`src/core/dcs_pkg.sv`:
```
// Shared constants and types for the demodulator configuration and status bank
package dcs_pkg;
  // Byte offsets on the register bus
  localparam logic [7:0] OFS_DATA_INV  = 8'h00;
  localparam logic [7:0] OFS_A5_MASK   = 8'h04;
  localparam logic [7:0] OFS_PAIR      = 8'h08;
  localparam logic [7:0] OFS_SP_MODE   = 8'h0C;
  localparam logic [7:0] OFS_SP_LINE   = 8'h10;
  localparam logic [7:0] OFS_SP_RATE   = 8'h14;
  localparam logic [7:0] OFS_SP_CHAR   = 8'h18;
  localparam logic [7:0] OFS_OH_TYPE   = 8'h1C;
  localparam logic [7:0] OFS_OW_MODE   = 8'h20;
  localparam logic [7:0] OFS_PAT_RSVD  = 8'h24;
  localparam logic [7:0] OFS_SNR_THR   = 8'h28;
  localparam logic [7:0] OFS_SWEEP     = 8'h2C;
  localparam logic [7:0] OFS_STREAM    = 8'h30;
  localparam logic [7:0] OFS_FRAMING   = 8'h34;
  localparam logic [7:0] OFS_A6_MASK   = 8'h38;
  localparam logic [7:0] OFS_DEINT     = 8'h3C;
  localparam logic [7:0] OFS_CTL_SRC   = 8'h40;
  localparam logic [7:0] OFS_REVISION  = 8'h44;
  localparam logic [7:0] OFS_ALM1      = 8'h48;
  localparam logic [7:0] OFS_ALM2      = 8'h4C;
  localparam logic [7:0] OFS_ALM3      = 8'h50;
  localparam logic [7:0] OFS_ALM4      = 8'h54;
  localparam logic [7:0] OFS_SHARED1   = 8'h58;
  localparam logic [7:0] OFS_SHARED2   = 8'h5C;
  // Values after reset
  localparam logic [7:0]  RST_BYTE     = 8'h00;
  localparam logic [17:0] RST_SWEEP    = 18'h00000;
  // Implemented bits of masks and status bytes
  localparam logic [7:0] MASK_A5       = 8'h4D;
  localparam logic [7:0] MASK_A6       = 8'h07;
  localparam logic [7:0] MASK_A3       = 8'h7D;
  localparam logic [7:0] MASK_C1       = 8'h07;
  localparam logic [7:0] FAIL_A1       = 8'hBF;
  localparam logic [7:0] FAIL_A2       = 8'h7F;
  localparam logic [7:0] FAIL_A4       = 8'hC0;
  localparam int         SUM_BIT       = 7;
  // Accepted code ranges
  localparam logic [31:0] MAX_INV      = 32'h0000_0003;
  localparam logic [31:0] MAX_BIT      = 32'h0000_0001;
  localparam logic [31:0] MAX_RATE     = 32'h0000_0007;
  localparam logic [31:0] MAX_OW       = 32'h0000_0002;
  localparam logic [31:0] MAX_FRAME    = 32'h0000_0002;
  localparam logic [31:0] MAX_SNR      = 32'h0000_0063;
  localparam logic [31:0] MAX_SWEEP    = 32'h0003_E418;
  localparam logic [31:0] MAX_MASK     = 32'h0000_00FF;
  // Decoded codes
  localparam logic [1:0]  OW_ONLY      = 2'h2;
  localparam logic [1:0]  FRM_NONE     = 2'h2;
  localparam logic [7:0]  PKT_188      = 8'hBC;
  localparam logic [7:0]  PKT_204      = 8'hCC;
  localparam logic [7:0]  PKT_NONE     = 8'h00;
  localparam logic [14:0] BAUD_TAB [0:7] = '{15'h0096, 15'h012C, 15'h0258, 15'h04B0,
                                              15'h0960, 15'h12C0, 15'h2580, 15'h4B00};
  // Alarm and control source pins
  typedef struct packed {
    logic [1:0] ctl_src;
    logic [7:0] g1;
    logic [7:0] g2;
    logic [7:0] g3;
    logic [7:0] g4;
    logic [7:0] g5;
    logic [7:0] g6;
    logic [7:0] c1;
  } dcs_alarm_t;
  // Decoded controls toward the datapath
  typedef struct packed {
    logic        inv_terr;
    logic        inv_base;
    logic        pair_swap;
    logic        sp_enhanced;
    logic        sp_rs485;
    logic [14:0] sp_baud;
    logic        sp_8bit;
    logic        oh_64k;
    logic        ow_enable;
    logic        ow_only;
    logic [6:0]  snr_thr;
    logic [17:0] sweep_lim;
    logic        terr_burst;
    logic        terr_unframed;
    logic [7:0]  pkt_len;
    logic        deint_en;
  } dcs_ctl_t;
endpackage

```
`src/core/dcs_cfg_reg.sv`:
```
// Configuration field register with range check and bit mask
`timescale 1ns/1ps
module dcs_cfg_reg #(
  parameter int          W    = 8,
  parameter logic [W-1:0] MASK = '1,
  parameter logic [31:0] MAXV = 32'h0000_00FF,
  parameter logic [W-1:0] RST  = '0
) (
  input  wire logic         clk,    // System clock
  input  wire logic         rst_n,  // Async reset, active low
  input  wire logic         we,     // Write strobe
  input  wire logic [31:0]  wd,     // Write data
  output logic      [W-1:0] q       // Stored field
);
  logic [W-1:0] q_reg;
  logic [W-1:0] q_next;

  // Out-of-range codes are dropped, unimplemented bits stay zero
  always_comb begin
    q_next = q_reg;
    if (we && (wd <= MAXV)) begin
      q_next = wd[W-1:0] & MASK;
    end
  end

  always_ff @(posedge clk or negedge rst_n) begin
    if (!rst_n) begin
      q_reg <= RST;
    end else begin
      q_reg <= q_next;
    end
  end
  assign q = q_reg;
endmodule

```
`src/core/dcs_sync.sv`:
```
// Two-stage synchroniser for pin-level inputs
`timescale 1ns/1ps
module dcs_sync #(
  parameter int W = 1
) (
  input  wire logic         clk,    // System clock
  input  wire logic         rst_n,  // Async reset, active low
  input  wire logic [W-1:0] d,      // Asynchronous level
  output logic      [W-1:0] q       // Synchronised level
);
  logic [W-1:0] meta_reg;
  logic [W-1:0] q_reg;

  // First stage feeds only the second stage
  always_ff @(posedge clk or negedge rst_n) begin
    if (!rst_n) begin
      meta_reg <= '0;
      q_reg    <= '0;
    end else begin
      meta_reg <= d;
      q_reg    <= meta_reg;
    end
  end
  assign q = q_reg;
endmodule

```
`src/core/dcs_top.sv`:
```
// Demodulator configuration and status byte bank behind an AHB-Lite slave
//
// Summary of operation
// - Inversion code 0 none, 1 terrestrial, 2 baseband, 3 both
// - Group 5 mask bits 0,2,3,6; 0 masks, 1 allows
// - Group 6 mask bits 0..2; bits 3..7 spare
// - Symbol pairing 0 normal, 1 swapped
// - Service port mode 0 normal, 1 enhanced
// - Service port line 0 RS-232, 1 RS-485
// - Rate codes 0..7 give 150 to 19200 baud
// - Character length 0 seven bits, 1 eight bits
// - Overhead 0 voice 32k, 1 data 64k
// - Orderwire 0 off, 1 on, 2 orderwire only
// - Low SNR threshold 0..99 tenths of dB
// - Sweep limit in 1 Hz steps, 0..255000
// - Terrestrial streaming 0 continuous, 1 burst
// - Framing 0 188-byte, 1 204-byte, 2 unframed
// - Deinterleaver 0 off, 1 on
// - Control source reads 0 panel, 1 terminal, 2 computer
// - Group 1 failure bits, bit 6 shows receive activity
// - Group 2 buffer, Reed-Solomon faults, bit 7 summary
// - Group 3 lock bits read 1 on lock
// - Group 4 activity bits 0..5, fallback 6, low SNR 7
// - Group 3 bit 5 shows test pattern lock
//
// Decided for this implementation: the AHB-Lite interface to the registers and the register addresses.
`timescale 1ns/1ps
module dcs_top
  import dcs_pkg::*;
#(
  parameter logic [7:0] REVISION = 8'h10  // Arbitrary value
) (
  input  wire logic        hclk,          // System clock
  input  wire logic        hresetn,       // Async reset, active low
  input  wire logic        hsel,          // Slave select
  input  wire logic [31:0] haddr,         // Byte address
  input  wire logic [1:0]  htrans,        // Transfer type
  input  wire logic        hwrite,        // Write when high
  input  wire logic [2:0]  hsize,         // Transfer size
  input  wire logic [31:0] hwdata,        // Write data
  input  wire logic        hready,        // Bus ready
  output logic      [31:0] hrdata,        // Read data
  output logic             hreadyout,     // Slave ready
  output logic             hresp,         // Always OKAY
  input  wire dcs_alarm_t  alarm_pins,    // Raw alarm and source pins
  output dcs_ctl_t         ctl,           // Decoded controls
  output logic             summary_fault  // Summary fault level
);
  typedef enum logic [0:0] {
    ST_IDLE = 1'b0,
    ST_READ = 1'b1
  } dcs_state_t;

  dcs_state_t  st_reg, st_next;
  logic [7:0]  addr_reg, addr_next;
  logic        hit_reg, hit_next;
  logic        wr_reg, wr_next;
  logic        rdy_reg, rdy_next;
  logic [31:0] rdata_reg, rdata_next;
  logic        sum_reg, sum_next;
  dcs_ctl_t    ctl_reg, ctl_next;
  dcs_alarm_t  alm;
  logic        addr_ph;
  logic        fault_any;
  logic [31:0] rd_mux;
  logic [15:0] wsel;

  // Configuration fields
  logic [1:0]  inv_q;
  logic [7:0]  mask5_q;
  logic        pair_q;
  logic        spmode_q;
  logic        spline_q;
  logic [2:0]  rate_q;
  logic        char_q;
  logic        oh_q;
  logic [1:0]  ow_q;
  logic [6:0]  snr_q;
  logic [17:0] sweep_q;
  logic        stream_q;
  logic [1:0]  frm_q;
  logic [7:0]  mask6_q;
  logic        deint_q;

  // Pins cross into the clock domain through two flops
  dcs_sync #(.W($bits(dcs_alarm_t))) u_sync (
    .clk   (hclk),
    .rst_n (hresetn),
    .d     (alarm_pins),
    .q     (alm)
  );

  // Write strobes per configuration register during the data phase
  always_comb begin
    wsel = '0;
    if (wr_reg && hit_reg) begin
      wsel[addr_reg[5:2]] = (addr_reg[7:6] == 2'h0);  // Upper offsets never alias the fields
    end
  end

  dcs_cfg_reg #(.W(2), .MASK(2'h3), .MAXV(MAX_INV), .RST(2'h0)) u_inv (
    .clk(hclk), .rst_n(hresetn), .we(wsel[0]), .wd(hwdata), .q(inv_q));
  dcs_cfg_reg #(.W(8), .MASK(MASK_A5), .MAXV(MAX_MASK), .RST(RST_BYTE)) u_mask5 (
    .clk(hclk), .rst_n(hresetn), .we(wsel[1]), .wd(hwdata), .q(mask5_q));
  dcs_cfg_reg #(.W(1), .MASK(1'h1), .MAXV(MAX_BIT), .RST(1'h0)) u_pair (
    .clk(hclk), .rst_n(hresetn), .we(wsel[2]), .wd(hwdata), .q(pair_q));
  dcs_cfg_reg #(.W(1), .MASK(1'h1), .MAXV(MAX_BIT), .RST(1'h0)) u_spmode (
    .clk(hclk), .rst_n(hresetn), .we(wsel[3]), .wd(hwdata), .q(spmode_q));
  dcs_cfg_reg #(.W(1), .MASK(1'h1), .MAXV(MAX_BIT), .RST(1'h0)) u_spline (
    .clk(hclk), .rst_n(hresetn), .we(wsel[4]), .wd(hwdata), .q(spline_q));
  dcs_cfg_reg #(.W(3), .MASK(3'h7), .MAXV(MAX_RATE), .RST(3'h0)) u_rate (
    .clk(hclk), .rst_n(hresetn), .we(wsel[5]), .wd(hwdata), .q(rate_q));
  dcs_cfg_reg #(.W(1), .MASK(1'h1), .MAXV(MAX_BIT), .RST(1'h0)) u_char (
    .clk(hclk), .rst_n(hresetn), .we(wsel[6]), .wd(hwdata), .q(char_q));
  dcs_cfg_reg #(.W(1), .MASK(1'h1), .MAXV(MAX_BIT), .RST(1'h0)) u_oh (
    .clk(hclk), .rst_n(hresetn), .we(wsel[7]), .wd(hwdata), .q(oh_q));
  dcs_cfg_reg #(.W(2), .MASK(2'h3), .MAXV(MAX_OW), .RST(2'h0)) u_ow (
    .clk(hclk), .rst_n(hresetn), .we(wsel[8]), .wd(hwdata), .q(ow_q));
  dcs_cfg_reg #(.W(7), .MASK(7'h7F), .MAXV(MAX_SNR), .RST(7'h00)) u_snr (
    .clk(hclk), .rst_n(hresetn), .we(wsel[10]), .wd(hwdata), .q(snr_q));
  dcs_cfg_reg #(.W(18), .MASK(18'h3FFFF), .MAXV(MAX_SWEEP), .RST(RST_SWEEP)) u_sweep (
    .clk(hclk), .rst_n(hresetn), .we(wsel[11]), .wd(hwdata), .q(sweep_q));
  dcs_cfg_reg #(.W(1), .MASK(1'h1), .MAXV(MAX_BIT), .RST(1'h0)) u_stream (
    .clk(hclk), .rst_n(hresetn), .we(wsel[12]), .wd(hwdata), .q(stream_q));
  dcs_cfg_reg #(.W(2), .MASK(2'h3), .MAXV(MAX_FRAME), .RST(2'h0)) u_frm (
    .clk(hclk), .rst_n(hresetn), .we(wsel[13]), .wd(hwdata), .q(frm_q));
  dcs_cfg_reg #(.W(8), .MASK(MASK_A6), .MAXV(MAX_MASK), .RST(RST_BYTE)) u_mask6 (
    .clk(hclk), .rst_n(hresetn), .we(wsel[14]), .wd(hwdata), .q(mask6_q));
  dcs_cfg_reg #(.W(1), .MASK(1'h1), .MAXV(MAX_BIT), .RST(1'h0)) u_deint (
    .clk(hclk), .rst_n(hresetn), .we(wsel[15]), .wd(hwdata), .q(deint_q));

  // Bus handshake: writes take no wait, reads take one wait state
  assign addr_ph = hsel && htrans[1] && hready;
  always_comb begin
    st_next    = st_reg;
    addr_next  = addr_reg;
    hit_next   = hit_reg;
    wr_next    = 1'b0;
    rdy_next   = rdy_reg;
    rdata_next = rdata_reg;
    unique case (st_reg)
      ST_IDLE: begin
        if (addr_ph) begin
          addr_next = haddr[7:0];
          hit_next  = (haddr[31:8] == 24'h000000) && (haddr[1:0] == 2'h0);
          if (hwrite) begin
            wr_next = 1'b1;
          end else begin
            st_next  = ST_READ;
            rdy_next = 1'b0;
          end
        end
      end
      ST_READ: begin
        rdata_next = hit_reg ? rd_mux : 32'h0000_0000;
        rdy_next   = 1'b1;
        st_next    = ST_IDLE;
      end
    endcase
  end

  always_ff @(posedge hclk or negedge hresetn) begin
    if (!hresetn) begin
      st_reg    <= ST_IDLE;
      addr_reg  <= 8'h00;
      hit_reg   <= 1'b0;
      wr_reg    <= 1'b0;
      rdy_reg   <= 1'b1;
      rdata_reg <= 32'h0000_0000;
    end else begin
      st_reg    <= st_next;
      addr_reg  <= addr_next;
      hit_reg   <= hit_next;
      wr_reg    <= wr_next;
      rdy_reg   <= rdy_next;
      rdata_reg <= rdata_next;
    end
  end

  // Read view; reserved bits and unmapped offsets read zero
  always_comb begin
    rd_mux = 32'h0000_0000;
    unique case (addr_reg)
      OFS_DATA_INV: rd_mux = {30'h0, inv_q};
      OFS_A5_MASK:  rd_mux = {24'h0, mask5_q};
      OFS_PAIR:     rd_mux = {31'h0, pair_q};
      OFS_SP_MODE:  rd_mux = {31'h0, spmode_q};
      OFS_SP_LINE:  rd_mux = {31'h0, spline_q};
      OFS_SP_RATE:  rd_mux = {29'h0, rate_q};
      OFS_SP_CHAR:  rd_mux = {31'h0, char_q};
      OFS_OH_TYPE:  rd_mux = {31'h0, oh_q};
      OFS_OW_MODE:  rd_mux = {30'h0, ow_q};
      OFS_PAT_RSVD: rd_mux = 32'h0000_0000;
      OFS_SNR_THR:  rd_mux = {25'h0, snr_q};
      OFS_SWEEP:    rd_mux = {14'h0, sweep_q};
      OFS_STREAM:   rd_mux = {31'h0, stream_q};
      OFS_FRAMING:  rd_mux = {30'h0, frm_q};
      OFS_A6_MASK:  rd_mux = {24'h0, mask6_q};
      OFS_DEINT:    rd_mux = {31'h0, deint_q};
      OFS_CTL_SRC:  rd_mux = {30'h0, alm.ctl_src};
      OFS_REVISION: rd_mux = {24'h0, REVISION};
      OFS_ALM1:     rd_mux = {24'h0, alm.g1};
      OFS_ALM2:     rd_mux = {24'h0, sum_reg, alm.g2[6:0]};
      OFS_ALM3:     rd_mux = {24'h0, alm.g3 & MASK_A3};
      OFS_ALM4:     rd_mux = {24'h0, alm.g4};
      OFS_SHARED1:  rd_mux = {24'h0, alm.c1 & MASK_C1};
      OFS_SHARED2:  rd_mux = 32'h0000_0000;
      default:      rd_mux = 32'h0000_0000;
    endcase
  end

  // Summary fault: failures, plus group 5 and 6 alarms only where allowed
  assign fault_any = |(alm.g1 & FAIL_A1) | |(alm.g2 & FAIL_A2)
                   | |(alm.g4 & FAIL_A4) | |(alm.c1 & MASK_C1)
                   | |(alm.g5 & mask5_q) | |(alm.g6 & mask6_q);

  // Decoded controls toward the datapath
  always_comb begin
    sum_next              = fault_any;
    ctl_next              = '0;
    ctl_next.inv_terr     = inv_q[0];
    ctl_next.inv_base     = inv_q[1];
    ctl_next.pair_swap    = pair_q;
    ctl_next.sp_enhanced  = spmode_q;
    ctl_next.sp_rs485     = spline_q;
    ctl_next.sp_baud      = BAUD_TAB[rate_q];
    ctl_next.sp_8bit      = char_q;
    ctl_next.oh_64k       = oh_q;
    ctl_next.ow_enable    = (ow_q != 2'h0);
    ctl_next.ow_only      = (ow_q == OW_ONLY);
    ctl_next.snr_thr      = snr_q;
    ctl_next.sweep_lim    = sweep_q;
    ctl_next.terr_burst   = stream_q;
    ctl_next.terr_unframed = (frm_q == FRM_NONE);
    unique case (frm_q)
      2'h0:    ctl_next.pkt_len = PKT_188;
      2'h1:    ctl_next.pkt_len = PKT_204;
      default: ctl_next.pkt_len = PKT_NONE;
    endcase
    ctl_next.deint_en     = deint_q;
  end

  always_ff @(posedge hclk or negedge hresetn) begin
    if (!hresetn) begin
      sum_reg <= 1'b0;
      ctl_reg <= '0;
    end else begin
      sum_reg <= sum_next;
      ctl_reg <= ctl_next;
    end
  end

  // Outputs straight from flops, except hresp, which is tied to OKAY
  assign hrdata        = rdata_reg;
  assign hreadyout     = rdy_reg;
  assign hresp         = 1'b0;
  assign ctl           = ctl_reg;
  assign summary_fault = sum_reg;
endmodule

```
`config.mk`:
```
export PLATFORM = sky130hd
export DESIGN_NAME = dcs_top
export DESIGN_NICKNAME = d
export VERILOG_FILES = /design/src/core/dcs_pkg.sv /design/src/core/dcs_cfg_reg.sv /design/src/core/dcs_sync.sv /design/src/core/dcs_top.sv
export SDC_FILE = /design/constraint.sdc
export NUM_CORES = 1
export LEC_CHECK = 0
export BUFFER_PORTS_ARGS = -buffer_cell sky130_fd_sc_hd__buf_2
export CAP_MARGIN = 15
export CELL_PAD_IN_SITES_DETAIL_PLACEMENT = 0
export CELL_PAD_IN_SITES_GLOBAL_PLACEMENT = 1
export CORE_MARGIN = 2
export CORE_UTILIZATION = 37
export DETAILED_ROUTE_END_ITERATION = 12
export PLACE_DENSITY_LB_ADDON = 0.1
export SLEW_MARGIN = 20
export SYNTH_ARGS = -nofsm -noshare
export SYNTH_HDL_FRONTEND = slang
export SYNTH_SLANG_ARGS = --single-unit
export TNS_END_PERCENT = 5
```
`constraint.sdc`:
```
create_clock -name hclk -period 1.75 [get_ports hclk]
set_input_delay 0.175 -clock hclk [delete_from_list [all_inputs] [get_ports hclk]]
set_output_delay 0.175 -clock hclk [all_outputs]
set_load 0.02 [all_outputs]
```
; Word level (Yosys, flattened, before mapping)
; Memory sizes are Yosys's and may differ from the RTL's. A register that Yosys moved wholly into a read port is not among the register bits.
; Cells that the tools add are included.
; W data, S select, Z words.
[word_totals]
reg_bits = 254
romBits = 120
in_bits = 132
out_inout_bits = 95
word_cells = 135
n_memories = 1
[memory_table]
columns = memory, words, word_bits, read_ports, rd_ports_with_merged_regs, wr, line_no
row1 = (name not given), 8, 15, 1, 1, 0, dcs_top.sv:226  ; ctl_next.sp_baud = BAUD_TAB[rate_q];
[classes]
n_lt_le_gt_ge = 9
eq_ne = 26
muxes = 15
n_bitwise = 10
n_reduce_logical = 35
[op_table]
columns = operator, count
row1 = $pmux W18 S22, 1
row2 = $le A32 B2 Y1 const B, 2
row3 = $eq A8 B6 Y1 const B, 7
row4 = $eq A8 B7 Y1 const B, 7
row5 = $eq A8 B5 Y1 const B, 4
row6 = $le A32 B1 Y1 const B, 1
row7 = $le A32 B18 Y1 const B, 1
row8 = $le A32 B3 Y1 const B, 1
row9 = $le A32 B7 Y1 const B, 1
row10 = $le A32 B8 Y1 const B, 1
row11 = $mux W32, 1
row12 = $logic_not A24 Y1, 1
row13 = $logic_and A1 B1 Y1, 20
row14 = $and A16 B16 Y16, 1
row15 = $eq A8 B4 Y1 const B, 2
row16 = $mux W16, 1
row17 = $pmux W8 S2, 1
row18 = $reduce_or A8 Y1, 2
row19 = $reduce_or A7 Y1, 2
row20 = $and A8 B3 Y8, 1
row21 = $and A8 B7 Y8, 1
row22 = $eq A8 B3 Y1 const B, 1
row23 = $logic_not A8 Y1, 1
row24 = $mux W1, 8
row25 = other kinds (16), 26

; Logic depth before layout (Yosys ltp)
; Gate-level depths: netlist of run 1.
[logic_depth]
ltp_word = 7
depth_mapped = 7
depth_no_buf = 5

; Hierarchy
; From an unflattened synthesis of run 1, not the netlist that was laid out.
[unflattened]
hier_cells = 763
area_unflattened_um2 = 10298.6
[modules_own_cells]
columns = module, instances, cells_per_inst, area_per_inst_um2, seq_area_each_um2
row1 = dcs_top, 1, 372, 4181.5, 2128.3
row2 = dcs_sync, 1, 116, 2902.8, 2902.8
row3 = dcs_cfg_reg (u_char ...), 7, 13, 130.1, 25.0
row4 = dcs_cfg_reg (u_sweep), 1, 52, 827.0, 450.4
row5 = dcs_cfg_reg (u_snr), 1, 25, 341.6, 175.2
row6 = dcs_cfg_reg (u_frm ...), 2, 15, 167.7, 50.0
row7 = dcs_cfg_reg (u_mask5), 1, 23, 250.2, 100.1
row8 = dcs_cfg_reg (u_mask6), 1, 22, 216.5, 75.1
row9 = dcs_cfg_reg (u_rate), 1, 17, 183.9, 75.1
row10 = dcs_cfg_reg (u_inv), 1, 15, 148.9, 50.0

; Least setup slack after synthesis of run 1
; OpenSTA, ideal clock, no wires.
[synth_path]
path_kind = register to register
from = reg addr_reg[7]
to = reg u_rate.q_reg[0] (netlist: u_rate.q[0])
setup_ps = 125
t_arrival_ps = 1737
required_ps = 1625
setup_slack_ps = -111
stages_incl_launch_ff = 7
path_buffers = 2
period_less_slack_ps = 1861
path_cell_list = dfrtp_1 -> buf_6 -> buf_2 -> or4b_1 -> nor3_1 -> nand3_1 -> mux2_2
[synth_via]
elab_chain_len = 4
[synth_rtl]
columns = item, line_no
row1 = start: declaration, dcs_top.sv:55  ; logic [7:0] addr_reg, addr_next;
row2 = start signal: assignment, dcs_top.sv:172  ; addr_reg <= addr_next;
row3 = $logic_not A2 Y1, dcs_top.sv:97  ; wsel[addr_reg[5:2]] = (addr_reg[7:6] == 2'h0);
row4 = $and A16 B16 Y16 (no source line), --
row5 = $mux W16, dcs_top.sv:96  ; if (wr_reg && hit_reg) begin
row6 = $logic_and A1 B1 Y1, dcs_cfg_reg.sv:21  ; if (we && (wd <= MAXV)) begin
row7 = end signal: assignment, dcs_cfg_reg.sv:30  ; q_reg <= q_next;
row8 = end: declaration, dcs_cfg_reg.sv:15  ; logic [W-1:0] q_reg;
; Every way passes these cells.
; A chain may end at the register's enable or synchronous reset.

; Final worst setup path of run 1
[layout_path]
from = reg addr_reg[6]
to = reg rdata_reg[0] (netlist: hrdata[0])
[layout_via]
elab_chain_len = 3
word_cells_on_any_way = 24
classes_between = eq/ne (21) / mux (2) / reduce/logical (1)
[layout_rtl]
columns = item, line_no
row1 = "$eq A8 B7 Y1, or another cell as far along", dcs_top.sv:183  ; unique case (addr_reg)
row2 = $pmux W18 S22 *, dcs_top.sv:183
row3 = $mux W32 *, dcs_top.sv:155  ; rdata_next = hit_reg ? rd_mux : 32'h0000_0000;
row4 = end signal: assignment, dcs_top.sv:176  ; rdata_reg <= rdata_next;
row5 = end: declaration, dcs_top.sv:59  ; logic [31:0] rdata_reg, rdata_next;
; Every way passes the cells marked *; elsewhere a longest branch is shown, timed or not.

==> impl_metrics.tcl, run 1 <==
set metrics [dict create \
    cts_tree "done" \
    cts.sinks 215 \
    overflow 0 \
    min_period_ns 1.95 \
    drc 0 \
    final-max-slew-violation-count 0 \
    min_path_type "primary input to flip-flop" \
    route.met3.wl_microns 929 \
    track_usage_pct 19.6 \
    pin_count 227 \
    tightest_slew_ns 0.524 \
    start_util_pct 37.6 \
    met1_length_mm 9.83 \
    arrival_ns 2.31 \
    seq_power_share_pct 43.0 \
    core-area_sq_um 21700 \
    dr_wl_met2_mm 11.3 \
    wl_per_cell_microns 18.2 \
    path_max_fanout 8 \
    setup-violations-final 58 \
    cp-start-kind "flip-flop" \
    die_x_microns 152 \
    port_buffers 187 \
    gp_congestion 0.933 \
    seq_area_sq_um 5390 \
    drt-total-wl_mm 22.9 \
    path_class "flip-flop to flip-flop" \
    finalClockSkew_ns 0.0216 \
    grt_pass1_vias 6378 \
    seq_area_frac_synth_pct 66.1 \
    ys_seq_elements 215 \
    pwr-share-comb_pct 13.3 \
    grt_start_max_net_pins 55 \
    ys_warn_count 0 \
    synthArstFlopShare_pct 100 \
    cell_internal_pwr_uw 9380 \
    switching_share_pct 23.4 \
    vdd_drop_max_mv 0.809 \
    grt_pass1_wl_mm 35.5 \
    slew_headroom_pct 64.7 \
    power_density_nw_per_um2 1020 \
    dp_hpwl_mm 16.8 \
    violations "setup timing" \
    end_kind "flip-flop" \
    stdcell_count 1257 \
    clk_pin_slew_ns 0.06 \
    fin_ws_ns -0.198 \
    rsz0062_at_grt "true" \
    dr.pass1.iters 5 \
    routed-via-count 5996 \
    critPathRequiredTime_ns 2.11 \
    clockRootBuffer "clkbuf_16" \
    cts_inserted_buffers 23 \
    layout-drive-gt1-share_pct 46.5 \
    hold_violations 0 \
    p_clk_share_pct 43.7 \
    placedCellCount 1134 \
    finalNetCount 1097 \
    num_rows 54 \
    antenna_found_initial 0 \
    multi_input_area_sq_um 2670 \
    via_per_inst 4.77 \
    largest_register_ffs 54 \
    highest_layer "met4" \
    htreeDepth 1 \
    status "complete, but fails checks" \
    dpl_worst_slack_ns -0.331 \
    die_y_microns 152 \
    synth_edf_count 0 \
    area_delta_synth_final_pct 47.0 \
    avgSynthCellArea_sq_um 13.8 \
    drv_cap 0 \
    num-fill-cells 1825 \
    synth_area_sq_um 8140 \
    clock.fmax_mhz 513 \
    syn_inst 591 \
    ant_nets 0 \
    synth_cell_type_count 73 \
    die_area_sq_um 23200 \
    p_leak_uw 0.00588 \
    synth_ff_type "dfrtp_1" \
    drt_iter0_drc 190 \
    antenna_cells 0 \
    insertion_delay_ns 0.51 \
    power.switching_uw 2860 \
    layout_worst_path_cycle_share_pct 111 \
    cts_max_path_buffers 3 \
]
==> cells in the mapped netlist (all sizes together) (4+ instances only) <==
| cell type | n | area, sq um |
|---|---|---|
| nor3 | 11 | 65.1 |
| nor4b | 4 | 56.3 |
| a32oi | 4 | 35.0 |
| nand4 | 7 | 43.8 |
| inv | 27 | 101 |
| ha | 4 | 50.1 |
| a21oi | 13 | 65.1 |
| a211oi | 4 | 30.0 |
| nor2b | 5 | 31.3 |
| nor2 | 26 | 97.6 |
| nor4 | 23 | 159 |
| a22o | 7 | 61.3 |
| buf | 37 | 278 |
| o22ai | 11 | 68.8 |
| nand2 | 20 | 82.6 |
| mux2i | 7 | 70.1 |
| dfrtp | 214 | 5360 |
| o21ai | 17 | 85.1 |
| a22oi | 9 | 67.6 |
| and2 | 4 | 25.0 |
| clkbuf | 5 | 18.8 |
| mux2 | 59 | 702 |
| nand3 | 18 | 95.1 |
| and3 | 5 | 31.3 |
==> area by class of cell <==
class / instances / area share, %
inverter: 27 / 0.846
sequential: 215 / 45.0
clock buffer: 27 / 5.18
tap: 280 / 2.93
clock inverter: 14 / 1.94
multi-input combinational: 325 / 22.3
timing repair buffer: 369 / 21.8
==> power groups by stage <==
stage | clock, uW | combinational (uW) | sequential [uW]
after detailed placement | 0 | 1320 | 5330
final | 5350 | 1630 | 5260
after CTS | 5480 | 1480 | 5250
after floorplan | 0 | 603 | 5280
after global routing | 5720 | 1750 | 5270
after global placement | 0 | 1310 | 5320
==> metrics by stage <==
step / instance area [sq um] / TNS [ns] / hold slack, ns / util [%] / total power [uW]
floorplan: 8240 / -1.48 / -0.121 / - / 5880
global placement: 10100 / -12.33 / 0.152 / 46.4 / 6630
detailed placement: 10100 / -13.82 / 0.145 / 46.4 / 6650
CTS: 11700 / -8.80 / 0.0131 / 54.0 / 12200
global route: 12000 / -10.98 / 0.0213 / 55.2 / 12700
finish: 12000 / -6.40 / 0.0290 / 55.2 / 12200
==> metal layers <==
layer  track usage [%]  up-vias
li1                  -     2836
met1              25.7     2950
met2              33.2      163
met3              2.65       47
met4              7.88        0
met5                 0        -
==> worst max-delay path: stages (launching register included) <==
cell and delay [ns]:
dfrtp_2 0.49, buf_12 0.16, nor4b_4 0.12, buf_4 0.16, nor3b_4 0.15, buf_4 0.14
a2111oi_4 0.29, and4b_1 0.23, o22ai_1 0.06
==> what timing repair did <==
item | CTS | global route
setup buffers | 3 | 10
resized for setup | 25 | 34
gates cloned | 1 | 1
hold endpoints to repair | 103 | 0
endpoints found under the setup margin | 63 | 61
pin swaps | 3 | 15
hold buffers | 68 | 0
==> worst paths after layout <==
check | from | end | slack (ns) | cells after the start
min reg2reg | u_sync.meta_reg[53] | u_sync.q[53] | 0.34 | 0
max in group asynchronous | hresetn | hreadyout | 0.92 | 3
min | hwdata[15] | u_sweep.q[15] | 0.03 | 3
max reg2reg | addr_reg[6] | hrdata[0] | -0.20 | 8
min in group asynchronous | hresetn | ctl[25] | 0.18 | 2
max | addr_reg[6] | hrdata[0] | -0.20 | 8
==> cell families after synthesis <==
group                      synth area share (%)
DFF                                        66.1
and+or+nand+nor                            11.1
AOI/OAI and AO/OA                          7.67
buffers and inverters                      4.89
muxes                                      9.48
adders and majority gates                 0.615
other                                    0.0460
xor gates and xnor gates                  0.108
==> cell usage in the layout, fill, tap and decap left out, types with 3 or more instances in the layout <==
cell type,n
dfrtp_1,208
buf_2,186
buf_4,97
dlygate4sd3_1,68
mux2_2,48
inv_1,27
clkbuf_16,24
nor2_1,21
nand2_1,19
nor4_1,19
conb_1,18
o21ai_0,15
nand3_1,12
a21oi_1,11
mux2_4,11
buf_6,10
a22oi_1,9
o22ai_1,9
nand4_1,7
mux2i_1,7
a22o_1,7
nor3_1,6
dfrtp_2,6
bufinv_16,6
buf_12,6
nor2b_1,5
and2_1,4
and3_1,4
nand3_2,4
a32oi_1,4
ha_1,4
clkinv_2,4
clkbuf_8,4
nand4b_1,3
nor3_2,3
nor2_4,3
nor4_2,3
nand2b_1,3
Note: power is estimated with default switching activity, not from simulation.
==> inputs of run 2 (changes only) <==
- ABC_CLOCK_PERIOD_IN_PS: not set -> 1750
- CORE_ASPECT_RATIO: not set -> 0.7
- REMOVE_ABC_BUFFERS: not set -> 1
==> run 2 against run 1 <==
Against the previous run: the flow still finishes with violations (setup timing); global-route usage increased by 1.8 points; worst setup slack better by 0.022 ns; critical path depth fell by 2.
==> impl_metrics.tcl, run 2 (same netlist as run 1, synthesis figures left out) <==
set metrics [dict create \
    finalClockSkew_ns 0.0110 \
    setup-violations-final 51 \
    seq_power_share_pct 44.0 \
    met1_length_mm 11.9 \
    largest_register_ffs 54 \
    clk_pin_slew_ns 0.07 \
    power_density_nw_per_um2 990 \
    layout_common_cells "dfrtp_1, buf_2, buf_4" \
    area_delta_synth_final_pct 47.6 \
    antenna_found_initial 0 \
    path_max_fanout 8 \
    final_common_cell "dfrtp_1" \
    arrival_ns 2.35 \
    gp_congestion 0.903 \
    grt_pass1_vias 6484 \
    cts_tree "done" \
    dpl_worst_slack_ns -0.409 \
    p_clk_share_pct 41.5 \
    end_kind "flip-flop" \
    port_buffers 187 \
    min_path_type "primary input to flip-flop" \
    final-max-slew-violation-count 0 \
    layout_worst_path_cycle_share_pct 110 \
    drt_iter0_drc 395 \
    insertion_delay_ns 0.51 \
    grt_start_max_net_pins 58 \
    hold_violations 0 \
    cell_internal_pwr_uw 9000 \
    status "complete, but fails checks" \
    switching_share_pct 24.4 \
    start_util_pct 37.7 \
    fin_hold_ws_ns 0.0211 \
    violations "setup timing" \
    drv_cap 0 \
    dp_hpwl_mm 18.0 \
    fin_ws_ns -0.176 \
    worst-r2r-setup-slack_ns -0.18 \
    p_leak_uw 0.00591 \
    highest_layer "met4" \
    die_y_microns 128 \
    die_x_microns 181 \
    cp-start-kind "flip-flop" \
    overflow 0 \
    min_period_ns 1.93 \
    dr_wl_met2_mm 11.1 \
    rsz0062_at_grt "true" \
    core-area_sq_um 21600 \
    layout-drive-gt1-share_pct 48.5 \
    die_area_sq_um 23200 \
    critPathRequiredTime_ns 2.18 \
    final_core_util_pct 55.6 \
    ant_nets 0 \
    tns_ns -3.80 \
    num-fill-cells 1869 \
    dr.pass1.iters 4 \
    route.met3.wl_mm 1.08 \
    clock.fmax_mhz 519 \
    pwr-share-comb_pct 14.5 \
    stdcell_count 1269 \
    power.switching_uw 2910 \
    drc 0 \
    htreeDepth 1 \
    vdd_drop_max_mv 0.630 \
    antenna_cells 0 \
    tightest_slew_ns 0.506 \
    routed-via-count 6180 \
    drt-total-wl_mm 24.6 \
    grt_pass1_wl_mm 37.9 \
    wl_per_cell_microns 19.4 \
    placedCellCount 1149 \
    path_class "flip-flop to flip-flop" \
    track_usage_pct 21.4 \
    num_rows 45 \
    via_per_inst 4.87 \
    clockRootBuffer "clkbuf_16" \
    pin_count 227 \
    cts_inserted_buffers 21 \
    slew_headroom_pct 66.0 \
    cts_max_path_buffers 3 \
    finalNetCount 1108 \
    cts.sinks 215 \
]
==> run 2: power groups by stage <==
stage | clock network [uW] | logic, uW | registers [uW]
5_1_grt | 5290 | 1850 | 5250
2_1_floorplan | 0 | 381 | 5370
3_5_place_dp | 0 | 1370 | 5330
6_report | 4940 | 1720 | 5240
3_3_place_gp | 0 | 1370 | 5330
4_1_cts | 5070 | 1660 | 5240
==> run 2: final timing paths <==
path	depth (start not counted)	end	from
max	6	hrdata[2]	addr_reg[7]
min	3	u_sweep.q[15]	hwdata[15]
max reg2reg	6	hrdata[2]	addr_reg[7]
min reg2reg	0	u_sync.q[44]	u_sync.meta_reg[44]
max in group asynchronous	3	addr_reg[3]	hresetn
min in group asynchronous	2	u_sync.meta_reg[19]	hresetn
==> run 2: per-layer routing <==
metal	global-route usage [%]	up-vias
met5	0	-
li1	-	2849
met3	3.38	35
met2	33.5	179
met4	4.83	0
met1	31.7	3117
==> run 2: worst max-delay path, cell delays in order (launching register included) <==
cell and delay, ns:
dfrtp_2 0.46, or4_4 0.59, a311oi_2 0.25, buf_4 0.17
o311ai_4 0.09, buf_6 0.18, o22ai_1 0.10
==> run 2: layout make-up <==
| type | instances | area [sq um] | area share (%) |
|---|---|---|---|
| flip-flops and latches | 215 | 5390 | 44.8 |
| multi-input cells | 325 | 2720 | 22.6 |
| repair buffers | 382 | 2700 | 22.4 |
| clock buffers | 23 | 553 | 4.60 |
| well taps | 282 | 353 | 2.93 |
| clock inverters | 15 | 209 | 1.74 |
| inverters | 27 | 101 | 0.843 |
==> run 2: through the flow <==
stage          cell area [sq um]  power (uW)
2_1_floorplan               7910        5750
3_3_place_gp               10100        6700
3_5_place_dp               10100        6710
4_1_cts                    11900       12000
5_1_grt                    12000       12400
6_report                   12000       11900
==> run 2: timing repair <==
item,in CTS,in global routing
gates cloned,1,0
setup endpoints to repair,63,67
pin swaps,26,7
hold buffers,68,0
gates resized for setup,50,29
hold endpoints to repair,106,0
setup buffers,15,0
==> inputs of run 3 (changes only) <==
- REMOVE_ABC_BUFFERS: 1 -> not set
==> run 3 against run 2 <==
Against the previous run: the flow still finishes with violations (setup timing); final area down 1.5%; sequential power about the same; fmax down 1.0%; worst setup slack worse by 0.020 ns; critical path type unchanged; clock-buffer cell count up 9; power down 2.5%; largest cell class unchanged; largest power group unchanged; via count down 1.3%; non-clock buffer count down 10; sequential cell count unchanged; critical path depth unchanged; core utilization down 0.84 points; combinational power about the same.
==> impl_metrics.tcl, run 3 (same netlist as run 1, synthesis figures left out) <==
set metrics [dict create \
    status "complete, but fails checks" \
    violations "setup timing" \
    drc 0 \
    dpl_worst_slack_ns -0.340 \
    die_y_microns 128 \
    stdcell_count 1259 \
    num-fill-cells 1916 \
    finalClockSkew_ns 0.00847 \
    dp_hpwl_mm 18.0 \
    via_per_inst 4.84 \
    arrival_ns 2.33 \
    multi_input_area_sq_um 2660 \
    reg2reg_from "addr_reg[5]" \
    worst-r2r-setup-slack_ns -0.20 \
    start_util_pct 37.7 \
    grt_pass1_wl_mm 37.2 \
    p_total_uw 11600 \
    vdd_drop_max_mv 0.774 \
    clock.fmax_mhz 514 \
    path_max_fanout 10 \
    grt_start_max_net_pins 57 \
    die_area_sq_um 23200 \
    insertion_delay_ns 0.51 \
    end_kind "flip-flop" \
    fin_hold_ws_ns 0.0162 \
    track_usage_pct 21.1 \
    hold_violations 0 \
    setup-violations-final 52 \
    largest_register_ffs 54 \
    cts_tree "done" \
    worst_r2r_path_depth 6 \
    drv_cap 0 \
    antenna_cells 0 \
    gp_congestion 0.890 \
    cts_max_path_buffers 3 \
    tightest_slew_ns 0.526 \
    routed-via-count 6099 \
    finalNetCount 1100 \
    slew_headroom_pct 64.6 \
    clockRootBuffer "clkbuf_16" \
    holdCritStartpoint "hwdata[15]" \
    layout-drive-gt1-share_pct 45.2 \
    ant_nets 0 \
    dr.pass1.iters 4 \
    antenna_found_initial 0 \
    place_area_sq_um 10100 \
    drt_iter0_drc 352 \
    min_period_ns 1.95 \
    p_leak_uw 0.00581 \
    final_common_cell "dfrtp_1" \
    num_rows 45 \
    htreeDepth 1 \
    clk_pin_slew_ns 0.06 \
    reg2reg_to "u_rate.q[0]" \
    drt-total-wl_mm 24.2 \
    final-max-slew-violation-count 0 \
    power_density_nw_per_um2 980 \
    final_area_sq_um 11800 \
    overflow 0 \
    cp-start-kind "flip-flop" \
    rsz0062_at_grt "true" \
    cts.sinks 215 \
    die_x_microns 181 \
    critPathRequiredTime_ns 2.14 \
    layout_worst_path_cycle_share_pct 111 \
    fin_ws_ns -0.196 \
    core-area_sq_um 21600 \
    wl_per_cell_microns 19.2 \
    cts_inserted_buffers 22 \
    layout_common_cells "dfrtp_1, buf_2, buf_4" \
    grt_pass1_vias 6394 \
    holdPathEnd "u_sweep.q[15]" \
    pin_count 227 \
    area_delta_synth_final_pct 45.4 \
    min_path_type "primary input to flip-flop" \
    port_buffers 187 \
    min_path_cells 3 \
    seq_area_sq_um 5390 \
    path_class "flip-flop to flip-flop" \
    placedCellCount 1135 \
]
## run 3: cell count changes in the layout (fill, tap and decap cells not counted), sizes merged, moves of 2 or more
cell,previous run,this run
bufinv,5,2
clkbuf,24,32
buf,313,301
nand2,20,22
dlygate4sd3,68,71
clkinvlp,2,0
clkinv,7,3
## run 3: power by group
| part | switching (uW) | total [uW] | internal, uW |
|---|---|---|---|
| Clock | 1840 | 4660 | 2810 |
| Combinational | 885 | 1720 | 836 |
| Sequential | 111 | 5230 | 5120 |
## run 3: critical path, cell delays in order (launching register included)
cell	delay (ns)
dfrtp_1	0.40
buf_12	0.15
buf_4	0.15
or4b_4	0.57
nor3_4	0.14
nand3_2	0.12
mux2_2	0.29
## run 3: timing repair
action	CTS	global route
hold buffers	71	0
setup endpoints to repair	62	66
pin swaps	14	8
endpoints found under the hold margin	222	0
gates cloned	2	0
resized for setup	43	17
setup buffers	13	1
## run 3: final cells by class
cell class / instances / share of cell area (%)
Timing Repair Buffer: 372 / 22.1
Sequential cell: 215 / 45.5
Multi-Input combinational cell: 326 / 22.5
Inverter: 27 / 0.856
Tap cell: 282 / 2.98
Clock buffer: 32 / 5.40
Clock inverter: 5 / 0.666
## run 3: routing by layer
metal | routed length (microns) | global-route usage [%] | vias up | part of all wire (%)
met5 | 0 | 0 | - | 0
met4 | 383 | 3.83 | 0 | 1.6
met3 | 1820 | 4.23 | 35 | 7.6
met2 | 10300 | 32.0 | 236 | 43
met1 | 11600 | 31.6 | 2995 | 48
li1 | - | - | 2833 | -
## run 3: worst max path at each step
| stage | startpoint | endpoint | depth (start not counted) |
|---|---|---|---|
| floorplan | addr_reg[7] | u_rate.q[0] | 6 |
| global placement | addr_reg[5] | u_mask5.q[3] | 6 |
| detailed placement | addr_reg[5] | u_mask5.q[6] | 6 |
| CTS | addr_reg[5] | u_rate.q[0] | 6 |
| global route | addr_reg[7] | hrdata[6] | 7 |
| finish | addr_reg[5] | u_rate.q[0] | 6 |
## run 3: metrics by stage
stage	util [%]	TNS [ns]
after CTS	54.4	-5.85
after detailed placement	46.6	-16.93
after floorplan	-	-1.48
after global placement	46.6	-15.35
after global routing	54.8	-9.33
final	54.8	-5.68
